--- src/pwm_ctrl_pkg.sv ---
// Package of register offsets, field positions and reset values for PWM module control
package pwm_ctrl_pkg;
  localparam int ADDR_W = 12;
  localparam logic [ADDR_W-1:0] OFF_GLOBAL_UPDATE = 12'h000;
  localparam logic [ADDR_W-1:0] OFF_TIME_BASE_RESET = 12'h004;
  localparam logic [ADDR_W-1:0] OFF_OUTPUT_GATE = 12'h008;
  localparam logic [ADDR_W-1:0] OFF_OUTPUT_POLARITY = 12'h00C;
  localparam logic [ADDR_W-1:0] OFF_FAULT_FORCING = 12'h010;
  localparam logic [ADDR_W-1:0] OFF_IRQ_ENABLE = 12'h014;
  localparam logic [ADDR_W-1:0] OFF_IRQ_RAW = 12'h018;
  localparam logic [ADDR_W-1:0] OFF_IRQ_STATUS_CLEAR = 12'h01C;
  localparam logic [ADDR_W-1:0] OFF_FAULT_INPUT_STATE = 12'h020;
  localparam int BIT_GEN_ZERO = 0;
  localparam int BIT_FAULT_IRQ = 16;
  localparam int BIT_FAULT_STATE = 0;
  localparam int NUM_CH = 2;
  localparam logic [NUM_CH-1:0] CH_RESET = 2'h0;
  localparam logic [31:0] REG_RESET = 32'h0000_0000;
endpackage

--- src/pwm_module_output_control.sv ---
// PWM module-level control: update and sync requests, output stage, fault and interrupts
//
// Decided for this implementation: the strobed register port.
`timescale 1ns/10ps
module pwm_module_output_control
  import pwm_ctrl_pkg::*;
(
  input wire logic core_clk,
  input wire logic rst,
  input wire logic [ADDR_W-1:0] reg_addr,
  input wire logic [31:0] reg_wdata,
  input wire logic reg_wr,
  input wire logic reg_rd,
  output logic [31:0] reg_rdata,
  input wire logic fault_pin,
  input wire logic debug_stall,
  input wire logic gen_counter_zero,
  input wire logic gen_irq,
  input wire logic channel_a_signal,
  input wire logic channel_b_signal,
  output logic apply_pending_gen_zero,
  output logic update_request,
  output logic counter_restart_gen_zero,
  output logic fault_condition,
  output logic [NUM_CH-1:0] pwm_pin,
  output logic module_irq
);

  logic global_update_q, global_update_d;
  logic time_base_reset_q, time_base_reset_d;
  logic [NUM_CH-1:0] output_gate_q;
  logic [NUM_CH-1:0] output_polarity_q;
  logic [NUM_CH-1:0] fault_forcing_q;
  logic fault_irq_en_q, gen_irq_en_q;
  logic fault_irq_q, fault_irq_d;
  logic fault_meta_q, fault_sync_q;
  logic fault_prev_q;
  logic [NUM_CH-1:0] pin_q, pin_d;
  logic [31:0] rdata_q, rdata_d;

  wire logic wr_global = reg_wr && (reg_addr == OFF_GLOBAL_UPDATE);
  wire logic wr_sync = reg_wr && (reg_addr == OFF_TIME_BASE_RESET);
  wire logic wr_gate = reg_wr && (reg_addr == OFF_OUTPUT_GATE);
  wire logic wr_pol = reg_wr && (reg_addr == OFF_OUTPUT_POLARITY);
  wire logic wr_fault = reg_wr && (reg_addr == OFF_FAULT_FORCING);
  wire logic wr_inten = reg_wr && (reg_addr == OFF_IRQ_ENABLE);
  wire logic wr_isc = reg_wr && (reg_addr == OFF_IRQ_STATUS_CLEAR);
  wire logic fault_rise = fault_sync_q && !fault_prev_q;
  wire logic [NUM_CH-1:0] raw_ch = {channel_b_signal, channel_a_signal};
  wire logic [NUM_CH-1:0] gated = raw_ch & output_gate_q;
  wire logic [NUM_CH-1:0] forced = gated & ~({NUM_CH{fault_condition}} & fault_forcing_q);
  wire logic [31:0] raw_status = {15'h0000, fault_irq_q, 15'h0000, gen_irq};
  wire logic [31:0] masked_status = {15'h0000, fault_irq_q & fault_irq_en_q, 15'h0000,
    gen_irq & gen_irq_en_q};

  // Fault input and debug stall both count as fault
  // Stall also reaches the generator, which counts down to zero and stops there
  assign fault_condition = fault_sync_q || debug_stall;
  // Pass-through channels keep whatever the generator makes under debug
  assign pin_d = forced ^ output_polarity_q;

  // Update request held until the generator reaches zero
  assign global_update_d = (wr_global && reg_wdata[BIT_GEN_ZERO]) ? 1'b1 :
    (global_update_q && gen_counter_zero) ? 1'b0 : global_update_q;
  assign update_request = global_update_q;
  assign apply_pending_gen_zero = global_update_q && gen_counter_zero;
  // Reset strobe for one cycle, then bit clears
  assign time_base_reset_d = wr_sync && reg_wdata[BIT_GEN_ZERO];
  assign counter_restart_gen_zero = time_base_reset_q;
  // Latched fault, set wins over clear
  assign fault_irq_d = fault_rise ? 1'b1 :
    (wr_isc && reg_wdata[BIT_FAULT_IRQ]) ? 1'b0 : fault_irq_q;
  assign module_irq = (fault_irq_q && fault_irq_en_q) || (gen_irq && gen_irq_en_q);

  always_comb begin
    rdata_d = REG_RESET;
    if (reg_rd) begin
      unique case (reg_addr)
        OFF_GLOBAL_UPDATE: rdata_d = {31'h0000_0000, global_update_q};
        OFF_TIME_BASE_RESET: rdata_d = {31'h0000_0000, time_base_reset_q};
        OFF_OUTPUT_GATE: rdata_d = {30'h0000_0000, output_gate_q};
        OFF_OUTPUT_POLARITY: rdata_d = {30'h0000_0000, output_polarity_q};
        OFF_FAULT_FORCING: rdata_d = {30'h0000_0000, fault_forcing_q};
        OFF_IRQ_ENABLE: rdata_d = {15'h0000, fault_irq_en_q, 15'h0000, gen_irq_en_q};
        OFF_IRQ_RAW: rdata_d = raw_status;
        OFF_IRQ_STATUS_CLEAR: rdata_d = masked_status;
        OFF_FAULT_INPUT_STATE: rdata_d = {31'h0000_0000, fault_sync_q};
        default: rdata_d = REG_RESET;
      endcase
    end
  end
  assign reg_rdata = rdata_q;
  assign pwm_pin = pin_q;

  always_ff @(posedge core_clk) begin
    if (rst) begin
      fault_meta_q <= 1'b0;
      fault_sync_q <= 1'b0;
      fault_prev_q <= 1'b0;
    end else begin
      fault_meta_q <= fault_pin;
      fault_sync_q <= fault_meta_q;
      fault_prev_q <= fault_sync_q;
    end
  end

  always_ff @(posedge core_clk) begin
    if (rst) begin
      global_update_q <= 1'b0;
      time_base_reset_q <= 1'b0;
      fault_irq_q <= 1'b0;
      pin_q <= CH_RESET;
      rdata_q <= REG_RESET;
    end else begin
      global_update_q <= global_update_d;
      time_base_reset_q <= time_base_reset_d;
      fault_irq_q <= fault_irq_d;
      pin_q <= pin_d;
      rdata_q <= rdata_d;
    end
  end

  always_ff @(posedge core_clk) begin
    if (rst) begin
      output_gate_q <= CH_RESET;
      output_polarity_q <= CH_RESET;
      fault_forcing_q <= CH_RESET;
    end else begin
      if (wr_gate) output_gate_q <= reg_wdata[NUM_CH-1:0];
      if (wr_pol) output_polarity_q <= reg_wdata[NUM_CH-1:0];
      if (wr_fault) fault_forcing_q <= reg_wdata[NUM_CH-1:0];
    end
  end

  always_ff @(posedge core_clk) begin
    if (rst) begin
      fault_irq_en_q <= 1'b0;
      gen_irq_en_q <= 1'b0;
    end else if (wr_inten) begin
      fault_irq_en_q <= reg_wdata[BIT_FAULT_IRQ];
      gen_irq_en_q <= reg_wdata[BIT_GEN_ZERO];
    end
  end

  property p_update_clears;
    @(posedge core_clk) disable iff (rst)
      (global_update_q && gen_counter_zero && !(wr_global && reg_wdata[0])) |=> !global_update_q;
  endproperty
  a_update_clears: assert property (p_update_clears) else $error("update bit not cleared");

  property p_update_holds;
    @(posedge core_clk) disable iff (rst)
      (global_update_q && !gen_counter_zero) |=> global_update_q;
  endproperty
  a_update_holds: assert property (p_update_holds) else $error("update bit lost early");

  property p_sync_pulse;
    @(posedge core_clk) disable iff (rst)
      (wr_sync && reg_wdata[0]) |=> counter_restart_gen_zero ##1 (!counter_restart_gen_zero || $past(wr_sync));
  endproperty
  a_sync_pulse: assert property (p_sync_pulse) else $error("sync strobe wrong");

  property p_pin_value;
    @(posedge core_clk) disable iff (rst)
      1'b1 |=> pwm_pin == ((($past(raw_ch) & $past(output_gate_q)) & ~({2{$past(fault_condition)}}
        & $past(fault_forcing_q))) ^ $past(output_polarity_q));
  endproperty
  a_pin_value: assert property (p_pin_value) else $error("pin value wrong");

  property p_fault_force;
    @(posedge core_clk) disable iff (rst)
      (fault_condition && fault_forcing_q[0]) |=> pwm_pin[0] == $past(output_polarity_q[0]);
  endproperty
  a_fault_force: assert property (p_fault_force) else $error("fault force wrong");

  property p_disabled_pol;
    @(posedge core_clk) disable iff (rst)
      (!output_gate_q[1]) |=> pwm_pin[1] == $past(output_polarity_q[1]);
  endproperty
  a_disabled_pol: assert property (p_disabled_pol) else $error("disabled polarity wrong");

  property p_fault_latch;
    @(posedge core_clk) disable iff (rst)
      (fault_irq_q && !(wr_isc && reg_wdata[16])) |=> fault_irq_q;
  endproperty
  a_fault_latch: assert property (p_fault_latch) else $error("fault latch lost");

  property p_irq_line;
    @(posedge core_clk) disable iff (rst)
      (gen_irq && gen_irq_en_q) |-> module_irq;
  endproperty
  a_irq_line: assert property (p_irq_line) else $error("irq not raised");

  property p_status_read;
    @(posedge core_clk) disable iff (rst)
      (reg_rd && reg_addr == OFF_FAULT_INPUT_STATE) |=> reg_rdata[0] == $past(fault_sync_q);
  endproperty
  a_status_read: assert property (p_status_read) else $error("fault state read wrong");

  property p_update_sets;
    @(posedge core_clk) disable iff (rst)
      (wr_global && reg_wdata[BIT_GEN_ZERO]) |=> update_request;
  endproperty
  a_update_sets: assert property (p_update_sets) else $error("update request not set");

  property p_update_rise;
    @(posedge core_clk) disable iff (rst)
      $rose(update_request) |-> $past(wr_global && reg_wdata[BIT_GEN_ZERO]);
  endproperty
  a_update_rise: assert property (p_update_rise) else $error("update set without write");

  property p_apply_at_zero;
    @(posedge core_clk) disable iff (rst)
      (update_request && gen_counter_zero) |-> apply_pending_gen_zero;
  endproperty
  a_apply_at_zero: assert property (p_apply_at_zero) else $error("pending update not applied");

  property p_no_apply_idle;
    @(posedge core_clk) disable iff (rst)
      !update_request |-> !apply_pending_gen_zero;
  endproperty
  a_no_apply_idle: assert property (p_no_apply_idle) else $error("apply without request");

  property p_sync_sets;
    @(posedge core_clk) disable iff (rst)
      (wr_sync && reg_wdata[BIT_GEN_ZERO]) |=> counter_restart_gen_zero;
  endproperty
  a_sync_sets: assert property (p_sync_sets) else $error("restart not raised");

  property p_sync_only_write;
    @(posedge core_clk) disable iff (rst)
      counter_restart_gen_zero |-> $past(wr_sync && reg_wdata[BIT_GEN_ZERO]);
  endproperty
  a_sync_only_write: assert property (p_sync_only_write) else $error("restart without write");

  property p_sync_clears;
    @(posedge core_clk) disable iff (rst)
      (counter_restart_gen_zero && !wr_sync) |=> !counter_restart_gen_zero;
  endproperty
  a_sync_clears: assert property (p_sync_clears) else $error("sync bit not cleared");

  property p_sync_read;
    @(posedge core_clk) disable iff (rst)
      (reg_rd && reg_addr == OFF_TIME_BASE_RESET) |=>
        reg_rdata[0] == $past(counter_restart_gen_zero);
  endproperty
  a_sync_read: assert property (p_sync_read) else $error("sync bit read wrong");

  property p_gate_zero_a;
    @(posedge core_clk) disable iff (rst)
      !output_gate_q[0] |=> pwm_pin[0] == $past(output_polarity_q[0]);
  endproperty
  a_gate_zero_a: assert property (p_gate_zero_a) else $error("disabled channel a wrong");

  property p_pass_a;
    @(posedge core_clk) disable iff (rst)
      (output_gate_q[0] && !(fault_condition && fault_forcing_q[0])) |=>
        pwm_pin[0] == ($past(channel_a_signal) ^ $past(output_polarity_q[0]));
  endproperty
  a_pass_a: assert property (p_pass_a) else $error("channel a pass wrong");

  property p_pass_b;
    @(posedge core_clk) disable iff (rst)
      (output_gate_q[1] && !(fault_condition && fault_forcing_q[1])) |=>
        pwm_pin[1] == ($past(channel_b_signal) ^ $past(output_polarity_q[1]));
  endproperty
  a_pass_b: assert property (p_pass_b) else $error("channel b pass wrong");

  property p_fault_force_b;
    @(posedge core_clk) disable iff (rst)
      (fault_condition && fault_forcing_q[1]) |=> pwm_pin[1] == $past(output_polarity_q[1]);
  endproperty
  a_fault_force_b: assert property (p_fault_force_b) else $error("fault force b wrong");

  property p_stall_fault;
    @(posedge core_clk) disable iff (rst)
      debug_stall |-> fault_condition;
  endproperty
  a_stall_fault: assert property (p_stall_fault) else $error("stall not a fault");

  property p_pin_fault_cond;
    @(posedge core_clk) disable iff (rst)
      fault_sync_q |-> fault_condition;
  endproperty
  a_pin_fault_cond: assert property (p_pin_fault_cond) else $error("fault input ignored");

  property p_no_fault_cond;
    @(posedge core_clk) disable iff (rst)
      (!fault_sync_q && !debug_stall) |-> !fault_condition;
  endproperty
  a_no_fault_cond: assert property (p_no_fault_cond) else $error("spurious fault");

  property p_fault_sync_delay;
    @(posedge core_clk) disable iff (rst)
      (!$past(rst) && !$past(rst, 2)) |-> fault_sync_q == $past(fault_pin, 2);
  endproperty
  a_fault_sync_delay: assert property (p_fault_sync_delay) else $error("fault sync wrong");

  property p_fault_irq_set;
    @(posedge core_clk) disable iff (rst)
      (fault_sync_q && !fault_prev_q) |=> fault_irq_q;
  endproperty
  a_fault_irq_set: assert property (p_fault_irq_set) else $error("fault irq not latched");

  property p_fault_irq_clear;
    @(posedge core_clk) disable iff (rst)
      (wr_isc && reg_wdata[BIT_FAULT_IRQ] && !fault_rise) |=> !fault_irq_q;
  endproperty
  a_fault_irq_clear: assert property (p_fault_irq_clear) else $error("fault irq not cleared");

  property p_fault_irq_rise;
    @(posedge core_clk) disable iff (rst)
      $rose(fault_irq_q) |-> $past(fault_rise);
  endproperty
  a_fault_irq_rise: assert property (p_fault_irq_rise) else $error("fault irq without fault");

  property p_raw_read;
    @(posedge core_clk) disable iff (rst)
      (reg_rd && reg_addr == OFF_IRQ_RAW) |=>
        reg_rdata == {15'h0000, $past(fault_irq_q), 15'h0000, $past(gen_irq)};
  endproperty
  a_raw_read: assert property (p_raw_read) else $error("raw status read wrong");

  property p_isc_read;
    @(posedge core_clk) disable iff (rst)
      (reg_rd && reg_addr == OFF_IRQ_STATUS_CLEAR) |=>
        reg_rdata[BIT_GEN_ZERO] == $past(gen_irq && gen_irq_en_q);
  endproperty
  a_isc_read: assert property (p_isc_read) else $error("generator status read wrong");

  property p_irq_fault_line;
    @(posedge core_clk) disable iff (rst)
      (fault_irq_q && fault_irq_en_q) |-> module_irq;
  endproperty
  a_irq_fault_line: assert property (p_irq_fault_line) else $error("fault irq not raised");

  property p_irq_quiet;
    @(posedge core_clk) disable iff (rst)
      (!(fault_irq_q && fault_irq_en_q) && !(gen_irq && gen_irq_en_q)) |-> !module_irq;
  endproperty
  a_irq_quiet: assert property (p_irq_quiet) else $error("irq without enabled source");

  property p_inten_write;
    @(posedge core_clk) disable iff (rst)
      wr_inten |=> {fault_irq_en_q, gen_irq_en_q} ==
        {$past(reg_wdata[BIT_FAULT_IRQ]), $past(reg_wdata[BIT_GEN_ZERO])};
  endproperty
  a_inten_write: assert property (p_inten_write) else $error("irq enable write wrong");

  property p_gate_write;
    @(posedge core_clk) disable iff (rst)
      wr_gate |=> output_gate_q == $past(reg_wdata[NUM_CH-1:0]);
  endproperty
  a_gate_write: assert property (p_gate_write) else $error("gate write wrong");

  property p_pol_write;
    @(posedge core_clk) disable iff (rst)
      wr_pol |=> output_polarity_q == $past(reg_wdata[NUM_CH-1:0]);
  endproperty
  a_pol_write: assert property (p_pol_write) else $error("polarity write wrong");

  property p_force_write;
    @(posedge core_clk) disable iff (rst)
      wr_fault |=> fault_forcing_q == $past(reg_wdata[NUM_CH-1:0]);
  endproperty
  a_force_write: assert property (p_force_write) else $error("fault forcing write wrong");

endmodule

--- config.mk ---
export PLATFORM = sky130hd
export DESIGN_NAME = pwm_module_output_control
export DESIGN_NICKNAME = d
export VERILOG_FILES = /design/src/pwm_ctrl_pkg.sv /design/src/pwm_module_output_control.sv
export SDC_FILE = /design/constraint.sdc
export NUM_CORES = 1
export LEC_CHECK = 0
export BUFFER_PORTS_ARGS = -buffer_cell sky130_fd_sc_hd__buf_2
export CAP_MARGIN = 10
export CORE_AREA = 3 3 60 62
export DETAILED_ROUTE_END_ITERATION = 6
export DIE_AREA = 0 0 63 65
export PLACE_DENSITY = 0.75
export SYNTH_ARGS = -nofsm -noshare
export SYNTH_HDL_FRONTEND = slang
export SYNTH_SLANG_ARGS = --single-unit
export TNS_END_PERCENT = 1
--- constraint.sdc ---
create_clock -name core_clk -period 2.1 [get_ports core_clk]
set_input_delay 0.21 -clock core_clk [delete_from_list [all_inputs] [get_ports core_clk]]
set_output_delay 0.21 -clock core_clk [all_outputs]
set_load 0.005 [all_outputs]
==> results of run 1 <==
## metrics by stage
stage	std cells	setup WS [ps]
finish	213	565
global route	213	532
floorplan	164	414
CTS	213	571
global placement	209	257
detailed placement	209	239
## final timing paths
kind                                         start             to  slack (ps)  depth (start not counted)
worst max-delay path                   reg_addr[7]  reg_rdata[16]         560                          4
worst max register to register  fault_forcing_q[0]   reg_rdata[0]        1010                          4
worst min-delay path                     fault_pin   fault_meta_q         100                          2
worst min register to register        fault_meta_q   fault_sync_q         450                          1
## Yosys cell counts, types with 2 or more instances
cell type / n
sky130_fd_sc_hd__buf_4: 29
sky130_fd_sc_hd__dfxtp_1: 19
sky130_fd_sc_hd__nor2_1: 15
sky130_fd_sc_hd__mux2i_1: 9
sky130_fd_sc_hd__nor2b_1: 7
sky130_fd_sc_hd__clkbuf_1: 4
sky130_fd_sc_hd__nand2_1: 4
sky130_fd_sc_hd__nand4_1: 4
sky130_fd_sc_hd__nand3_1: 3
sky130_fd_sc_hd__nor4_1: 3
sky130_fd_sc_hd__o21ai_0: 3
sky130_fd_sc_hd__or4_4: 3
sky130_fd_sc_hd__a21oi_1: 2
sky130_fd_sc_hd__a22o_1: 2
sky130_fd_sc_hd__inv_1: 2
sky130_fd_sc_hd__nand2b_1: 2
sky130_fd_sc_hd__or3_1: 2
sky130_fd_sc_hd__xor2_1: 2
## layout make-up
class                           count  share of cell area
Multi-Input combinational cell    110               0.514
Sequential cell                    19               0.288
Timing Repair Buffer               34               0.129
Tap cell                           44              0.0417
Clock buffer                        3              0.0171
Inverter                            2             0.00569
Clock inverter                      1             0.00380
## layout by cell type (no fill, tap or decap), types with 2 or more instances in the layout
master                      n
sky130_fd_sc_hd__buf_2     34
sky130_fd_sc_hd__conb_1    29
sky130_fd_sc_hd__dfxtp_1   19
sky130_fd_sc_hd__nor2_1    15
sky130_fd_sc_hd__mux2i_1    9
sky130_fd_sc_hd__nor2b_1    7
sky130_fd_sc_hd__nand4_1    4
sky130_fd_sc_hd__nand2_1    4
sky130_fd_sc_hd__nor4_1     3
sky130_fd_sc_hd__or4_4      3
sky130_fd_sc_hd__o21ai_0    3
sky130_fd_sc_hd__nand3_1    3
sky130_fd_sc_hd__clkbuf_4   3
sky130_fd_sc_hd__a22o_1     2
sky130_fd_sc_hd__or3_1      2
sky130_fd_sc_hd__inv_1      2
sky130_fd_sc_hd__xor2_1     2
sky130_fd_sc_hd__nand2b_1   2
sky130_fd_sc_hd__a21oi_1    2
## flip-flops by register name (all words and copies together), names as in the netlist
name and cells:
pwm_pin 2, update_request 1, fault_sync_q 1, output_polarity_q 2
output_gate_q 2, gen_irq_en_q 1, fault_prev_q 1, fault_meta_q 1
reg_rdata 3, fault_irq_q 1, fault_irq_en_q 1, fault_forcing_q 2
counter_restart_gen_zero 1
## metal layers
layer  wire, um  vias to the layer above
li1           -                      496
met3        277                        2
met2       1180                       47
met1       1150                      453
met4         12                        0
met5          0                        -
## worst max-delay path: stages
cell and delay [ps]:
sky130_fd_sc_hd__buf_2 100, sky130_fd_sc_hd__or4_4 580, sky130_fd_sc_hd__or4_4 540, sky130_fd_sc_hd__a2111oi_4 320
## power groups by stage
stage	Clock (uW)	Sequential [uW]	Combinational, uW
5_1_grt	214	366	100
6_report	192	366	87.7
3_5_place_dp	0	374	85.5
3_3_place_gp	0	374	83.6
4_1_cts	202	366	85.8
2_1_floorplan	0	373	85.0
## logic make-up (layout without fill, tap and decap cells)
| family | Yosys count | in the layout |
|---|---|---|
| AND/OR/NAND/NOR | 55 | 55 |
| buffers and inverters | 35 | 40 |
| flip-flops | 19 | 19 |
| AO/OA/AOI/OAI | 15 | 15 |
| multiplexers | 9 | 9 |
| XOR/XNOR | 2 | 2 |
| other | 1 | 29 |
==> flow_results.xml, run 1 <==
<?xml version="1.0" encoding="UTF-8"?>
<metrics>
  <group name="global_routing">
    <metric name="grt.busiest_layer" unit="">met2</metric>
    <metric name="globalRoute.totalOverflow" unit="">0</metric>
    <metric name="first_pass_grt_wire_length" unit="mm">4.20</metric>
    <metric name="global_router_s_overall_resource_usage" unit="">0.128</metric>
    <metric name="first_global_vias" unit="">919</metric>
    <metric name="grt_start_max_net_pins" unit="">18</metric>
    <metric name="met3_layer_usage_reported_by_global_route" unit="">0.0537</metric>
    <metric name="grt_antenna_before_repair" unit="">0</metric>
    <metric name="global_route.usage.met2" unit="">0.200</metric>
    <metric name="global_route.usage.met1" unit="">0.167</metric>
  </group>
  <group name="clock_network">
    <metric name="cts_tree" unit="">built</metric>
    <metric name="post_cts_resize_count" unit="">0</metric>
    <metric name="clkLatencyLatePin" unit="ps">310</metric>
    <metric name="hold_buffers" unit="">0</metric>
    <metric name="htree_num_levels" unit="">1</metric>
    <metric name="cts_post_setup_buffers_inserted" unit="">0</metric>
    <metric name="clk_transition_reported_paths" unit="ps">110</metric>
    <metric name="cts-buffers-inserted" unit="">3</metric>
    <metric name="cts_buffer_depth" unit="">2</metric>
    <metric name="clock-root-buffer" unit="">sky130_fd_sc_hd__clkbuf_4</metric>
    <metric name="cts.sink_count" unit="">19</metric>
  </group>
  <group name="detailed_routing">
    <metric name="detailedRoute.firstIterationViolations" unit="">31</metric>
    <metric name="drcViolationCount" unit="">0</metric>
    <metric name="dr_total_vias" unit="">998</metric>
    <metric name="avgRoutedWirePerCell" unit="um">12.3</metric>
    <metric name="dr.pass1.iters" unit="">4</metric>
    <metric name="drtAntennaViolNets" unit="">0</metric>
    <metric name="drt_wl_total" unit="mm">2.62</metric>
    <metric name="detail_route.vias_per_cell" unit="">4.69</metric>
  </group>
  <group name="yosys">
    <metric name="synth.cell_area" unit="sq um">1190</metric>
    <metric name="dominant_combinational_cell_family_by_area_after_synthesis" unit="">simple AND/OR/NAND/NOR gates</metric>
    <metric name="muxShareOfSynthArea" unit="">0.0755</metric>
    <metric name="synth_top_area_share" unit="">0.319</metric>
    <metric name="synthArstFlopShare" unit="">0</metric>
    <metric name="yosysWarningCount" unit="">0</metric>
    <metric name="synth_seq_cells" unit="">19</metric>
    <metric name="synth-main-ff-cell" unit="">sky130_fd_sc_hd__dfxtp_1</metric>
    <metric name="synth-edff-count" unit="">0</metric>
    <metric name="area_fraction_in_compound_gates_after_synthesis" unit="">0.108</metric>
    <metric name="synthTopCellsByArea" unit="">sky130_fd_sc_hd__dfxtp_1, sky130_fd_sc_hd__buf_4, sky130_fd_sc_hd__mux2i_1</metric>
    <metric name="synth_simple_gate_area_share" unit="">0.279</metric>
    <metric name="post_synth_xor_area_fraction" unit="">0.0147</metric>
    <metric name="ys_seq_area_frac" unit="">0.319</metric>
    <metric name="yosys.area_share.adder" unit="">0</metric>
    <metric name="synthesis.instances" unit="">136</metric>
    <metric name="yosysTopAreaCell" unit="">sky130_fd_sc_hd__dfxtp_1</metric>
    <metric name="synthesis.area_per_instance" unit="sq um">8.78</metric>
    <metric name="post_synth_num_cell_types" unit="">39</metric>
  </group>
  <group name="die">
    <metric name="die-width" unit="um">63</metric>
    <metric name="floorplan.io_pins" unit="">93</metric>
    <metric name="die_height" unit="um">65</metric>
    <metric name="core_region_area" unit="sq um">3080</metric>
    <metric name="starting_density_of_the_core" unit="">0.388</metric>
    <metric name="floorplan.die_area" unit="sq um">4100</metric>
    <metric name="placement_row_count" unit="">20</metric>
  </group>
  <group name="cells_and_area">
    <metric name="nFillCells" unit="">343</metric>
    <metric name="final_net_count" unit="">224</metric>
    <metric name="post_route_cells_drive_above_1_share" unit="">0.266</metric>
    <metric name="final_cell_area" unit="sq um">1320</metric>
    <metric name="multi_input_area" unit="sq um">678</metric>
    <metric name="ff_latch_area" unit="sq um">380</metric>
    <metric name="utilization" unit="">0.428</metric>
    <metric name="areaGrowthSynthToFinish" unit="%">10.5</metric>
    <metric name="antennaDiodeCount" unit="">0</metric>
  </group>
  <group name="power">
    <metric name="power.sequential.fraction" unit="">0.567</metric>
    <metric name="total_leakage_power" unit="uW">0.000612</metric>
    <metric name="net_switching_share_of_the_total_power" unit="">0.277</metric>
    <metric name="pwr_density_cell" unit="nW/um^2">489</metric>
    <metric name="pwr-share-clk" unit="">0.297</metric>
    <metric name="p_switching" unit="uW">179</metric>
    <metric name="p_total" unit="uW">645</metric>
    <metric name="p_int" unit="uW">466</metric>
    <metric name="power.share.combinational" unit="">0.136</metric>
    <metric name="max-vdd-ir-drop" unit="V">0.000347</metric>
  </group>
  <group name="sta">
    <metric name="final-max-slew-violation-count" unit="">0</metric>
    <metric name="final-hold-violation-count" unit="">0</metric>
    <metric name="clock.fmax" unit="MHz">651</metric>
    <metric name="finalCritPeriodShare" unit="">0.731</metric>
    <metric name="finClkSkew" unit="ps">0.502</metric>
    <metric name="timing.setup.tns" unit="ps">0</metric>
    <metric name="timing.hold.ws" unit="ps">103</metric>
    <metric name="worstMarginPinSlew" unit="ps">688</metric>
    <metric name="slew-limit-headroom" unit="">0.535</metric>
    <metric name="setup_repair_after_global_routing_missed_its_margin" unit="">false</metric>
    <metric name="layout_min_cycle_time" unit="ps">1540</metric>
    <metric name="setup_viol" unit="">0</metric>
  </group>
  <group name="critical_path">
    <metric name="endpoint_kind" unit="">register</metric>
    <metric name="setup.worst_path.class" unit="">input pin to register</metric>
    <metric name="worst-endpoint-arrival" unit="ps">1760</metric>
    <metric name="worst_ep_required_time" unit="ps">2320</metric>
    <metric name="worst_setup_path_start_kind" unit="">input pin</metric>
    <metric name="crit_path_max_fanout" unit="">6</metric>
  </group>
  <group name="place">
    <metric name="globalplace.congestion" unit="">0.884</metric>
    <metric name="detailed_place_hpwl" unit="mm">2.12</metric>
    <metric name="post_place_cell_area" unit="sq um">1290</metric>
    <metric name="place.port_buffers" unit="">34</metric>
  </group>
  <group name="hold_path">
    <metric name="hold_class" unit="">input pin to register</metric>
  </group>
  <group name="status">
    <metric name="outcome" unit="">finished clean</metric>
  </group>
  <group name="job">
    <metric name="timing.max_cap.violations" unit="">0</metric>
  </group>
</metrics>
No activity file was read; power rests on OpenSTA's default activity.
==> inputs of run 2 (changes only) <==
==> constraint.sdc (replaced) <==
create_clock -name core_clk -period 1.55 [get_ports core_clk]
set_input_delay 0.155 -clock core_clk [delete_from_list [all_inputs] [get_ports core_clk]]
set_output_delay 0.155 -clock core_clk [all_outputs]
set_load 0.005 [all_outputs]
==> run 2 against run 1 <==
- die area is the same
- combinational power up 65%
- wire length increased by 3.5%
- critical path type unchanged
- largest power group unchanged
==> flow_results.xml, run 2 (synthesis gave the netlist of run 1 again) <==
<?xml version="1.0" encoding="UTF-8"?>
<metrics>
  <group name="global_routing">
    <metric name="first_global_vias" unit="">993</metric>
    <metric name="globalRoute.totalOverflow" unit="">0</metric>
    <metric name="global_router_s_overall_resource_usage" unit="">0.136</metric>
    <metric name="grt_antenna_before_repair" unit="">0</metric>
    <metric name="grt_start_max_net_pins" unit="">17</metric>
    <metric name="first_pass_grt_wire_length" unit="mm">4.44</metric>
  </group>
  <group name="cells_and_area">
    <metric name="final_net_count" unit="">240</metric>
    <metric name="areaGrowthSynthToFinish" unit="%">20.5</metric>
    <metric name="final_cell_area" unit="sq um">1440</metric>
    <metric name="antennaDiodeCount" unit="">0</metric>
    <metric name="layout.cells.most_common" unit="">sky130_fd_sc_hd__buf_2</metric>
    <metric name="max_reg_flops" unit="">3</metric>
    <metric name="final-instance-count-excl-fill" unit="">229</metric>
    <metric name="nFillCells" unit="">326</metric>
    <metric name="layout_common_cells" unit="">sky130_fd_sc_hd__buf_2, sky130_fd_sc_hd__conb_1, sky130_fd_sc_hd__dfxtp_1, sky130_fd_sc_hd__buf_4, sky130_fd_sc_hd__nor2_1</metric>
    <metric name="post_route_cells_drive_above_1_share" unit="">0.330</metric>
  </group>
  <group name="sta">
    <metric name="final-hold-violation-count" unit="">0</metric>
    <metric name="layout_min_cycle_time" unit="ps">1410</metric>
    <metric name="final-max-slew-violation-count" unit="">0</metric>
    <metric name="setup_viol" unit="">0</metric>
    <metric name="timing.setup.tns" unit="ps">0</metric>
    <metric name="finClkSkew" unit="ps">0.854</metric>
    <metric name="setup_repair_after_global_routing_missed_its_margin" unit="">false</metric>
    <metric name="clock.fmax" unit="MHz">708</metric>
    <metric name="setup_ws" unit="ps">137</metric>
    <metric name="finalCritPeriodShare" unit="">0.911</metric>
  </group>
  <group name="critical_path">
    <metric name="rr_startpoint" unit="">fault_forcing_q[0]</metric>
    <metric name="critPathSlowestCell" unit="">sky130_fd_sc_hd__or4_4</metric>
    <metric name="worstPathBufferInverterCount" unit="">1</metric>
    <metric name="setup.worst_path.class" unit="">input pin to register</metric>
    <metric name="worst_path_largest_cell_delay" unit="ps">570</metric>
    <metric name="critical_path_origin" unit="">reg_addr[8]</metric>
    <metric name="critPathMostFrequentCell" unit="">sky130_fd_sc_hd__or4_4</metric>
    <metric name="endpoint_kind" unit="">register</metric>
    <metric name="timing.reg2reg.setup_slack" unit="ps">400</metric>
    <metric name="worst_setup_path_start_kind" unit="">input pin</metric>
    <metric name="worst_ep_required_time" unit="ps">1760</metric>
    <metric name="path_depth" unit="">5</metric>
    <metric name="worst-endpoint-arrival" unit="ps">1620</metric>
    <metric name="crit_path_max_fanout" unit="">6</metric>
    <metric name="worst_path_dominant_cell_family" unit="">simple AND/OR/NAND/NOR gates</metric>
    <metric name="r2r_cells" unit="">4</metric>
    <metric name="critical_path.cell_chain" unit="">buf_2 &gt; or4_4 &gt; or4_4 &gt; mux2i_1 &gt; nor2_1</metric>
  </group>
  <group name="clock_network">
    <metric name="post_cts_resize_count" unit="">0</metric>
    <metric name="cts_post_setup_buffers_inserted" unit="">0</metric>
    <metric name="cts-buffers-inserted" unit="">3</metric>
    <metric name="clkLatencyLatePin" unit="ps">310</metric>
    <metric name="cts_tree" unit="">built</metric>
    <metric name="clock-root-buffer" unit="">sky130_fd_sc_hd__clkbuf_4</metric>
    <metric name="clk_transition_reported_paths" unit="ps">110</metric>
    <metric name="cts_buffer_depth" unit="">2</metric>
    <metric name="cts.sink_count" unit="">19</metric>
    <metric name="hold_buffers" unit="">0</metric>
    <metric name="htree_num_levels" unit="">1</metric>
  </group>
  <group name="job">
    <metric name="timing.max_cap.violations" unit="">0</metric>
  </group>
  <group name="hold_path">
    <metric name="worstHoldPathCells" unit="">2</metric>
    <metric name="hold_class" unit="">input pin to register</metric>
    <metric name="worst_hold_startpoint" unit="">fault_pin</metric>
  </group>
  <group name="die">
    <metric name="placement_row_count" unit="">20</metric>
    <metric name="die_height" unit="um">65</metric>
    <metric name="core_region_area" unit="sq um">3080</metric>
    <metric name="starting_density_of_the_core" unit="">0.388</metric>
    <metric name="die-width" unit="um">63</metric>
    <metric name="floorplan.die_area" unit="sq um">4100</metric>
    <metric name="floorplan.io_pins" unit="">93</metric>
  </group>
  <group name="power">
    <metric name="pwr_density_cell" unit="nW/um^2">624</metric>
    <metric name="total_leakage_power" unit="uW">0.000691</metric>
    <metric name="max-vdd-ir-drop" unit="V">0.000315</metric>
  </group>
  <group name="place">
    <metric name="detailed_place_hpwl" unit="mm">2.29</metric>
    <metric name="placedCellCount" unit="">225</metric>
    <metric name="globalplace.congestion" unit="">0.922</metric>
    <metric name="dp_slack" unit="ps">-190</metric>
    <metric name="post_place_cell_area" unit="sq um">1410</metric>
    <metric name="place.port_buffers" unit="">34</metric>
  </group>
  <group name="detailed_routing">
    <metric name="drtAntennaViolNets" unit="">0</metric>
    <metric name="detail_route.vias_per_cell" unit="">4.68</metric>
    <metric name="drcViolationCount" unit="">0</metric>
    <metric name="drt_wl_total" unit="mm">2.71</metric>
    <metric name="avgRoutedWirePerCell" unit="um">11.8</metric>
    <metric name="dr_total_vias" unit="">1072</metric>
    <metric name="dr.pass1.iters" unit="">4</metric>
    <metric name="detailedRoute.firstIterationViolations" unit="">44</metric>
  </group>
  <group name="status">
    <metric name="outcome" unit="">finished clean</metric>
  </group>
</metrics>
==> run 2: cell count changes in the layout (fill, tap and decap cells not counted), sizes merged <==
cell	delta
buf	+16
==> run 2: area by class of cell <==
class,instances,area [sq um],share of cell area
timing repair buffer,50,290,0.202
tap,44,55.1,0.0383
multi-input combinational,110,678,0.471
clock buffer,3,22.5,0.0157
sequential,19,380,0.264
inverter,2,7.51,0.00522
clock inverter,1,5.00,0.00348
==> run 2: layer usage <==
| layer | share of wire | track usage | wire length (um) | vias to the layer above |
|---|---|---|---|---|
| li1 | - | - | - | 528 |
| met1 | 0.42 | 0.173 | 1130 | 481 |
| met2 | 0.45 | 0.212 | 1210 | 54 |
| met3 | 0.11 | 0.0520 | 308 | 9 |
| met4 | 0.021 | 0.0386 | 57 | 0 |
| met5 | 0 | 0 | 0 | - |
==> run 2: where the power goes <==
group | switching [uW] | internal [uW]
Clock | 161 | 96.6
Sequential | 2.97 | 492
Combinational | 81.7 | 63.6
Total | 245 | 653
==> run 2: through the flow <==
step | hold WS [ps] | total power, uW | util
after CTS | 42.2 | 906 | 0.467
after detailed placement | 371 | 649 | 0.459
after global placement | 367 | 647 | 0.459
after floorplan | 224 | 621 | -
final | 48.5 | 898 | 0.467
after global routing | 92.5 | 948 | 0.467
==> run 2: final timing paths <==
| path | end |
|---|---|
| setup / recovery | gen_irq_en_q |
| hold / removal | fault_meta_q |
| setup reg to reg | reg_rdata[0] |
| hold reg to reg | fault_sync_q |
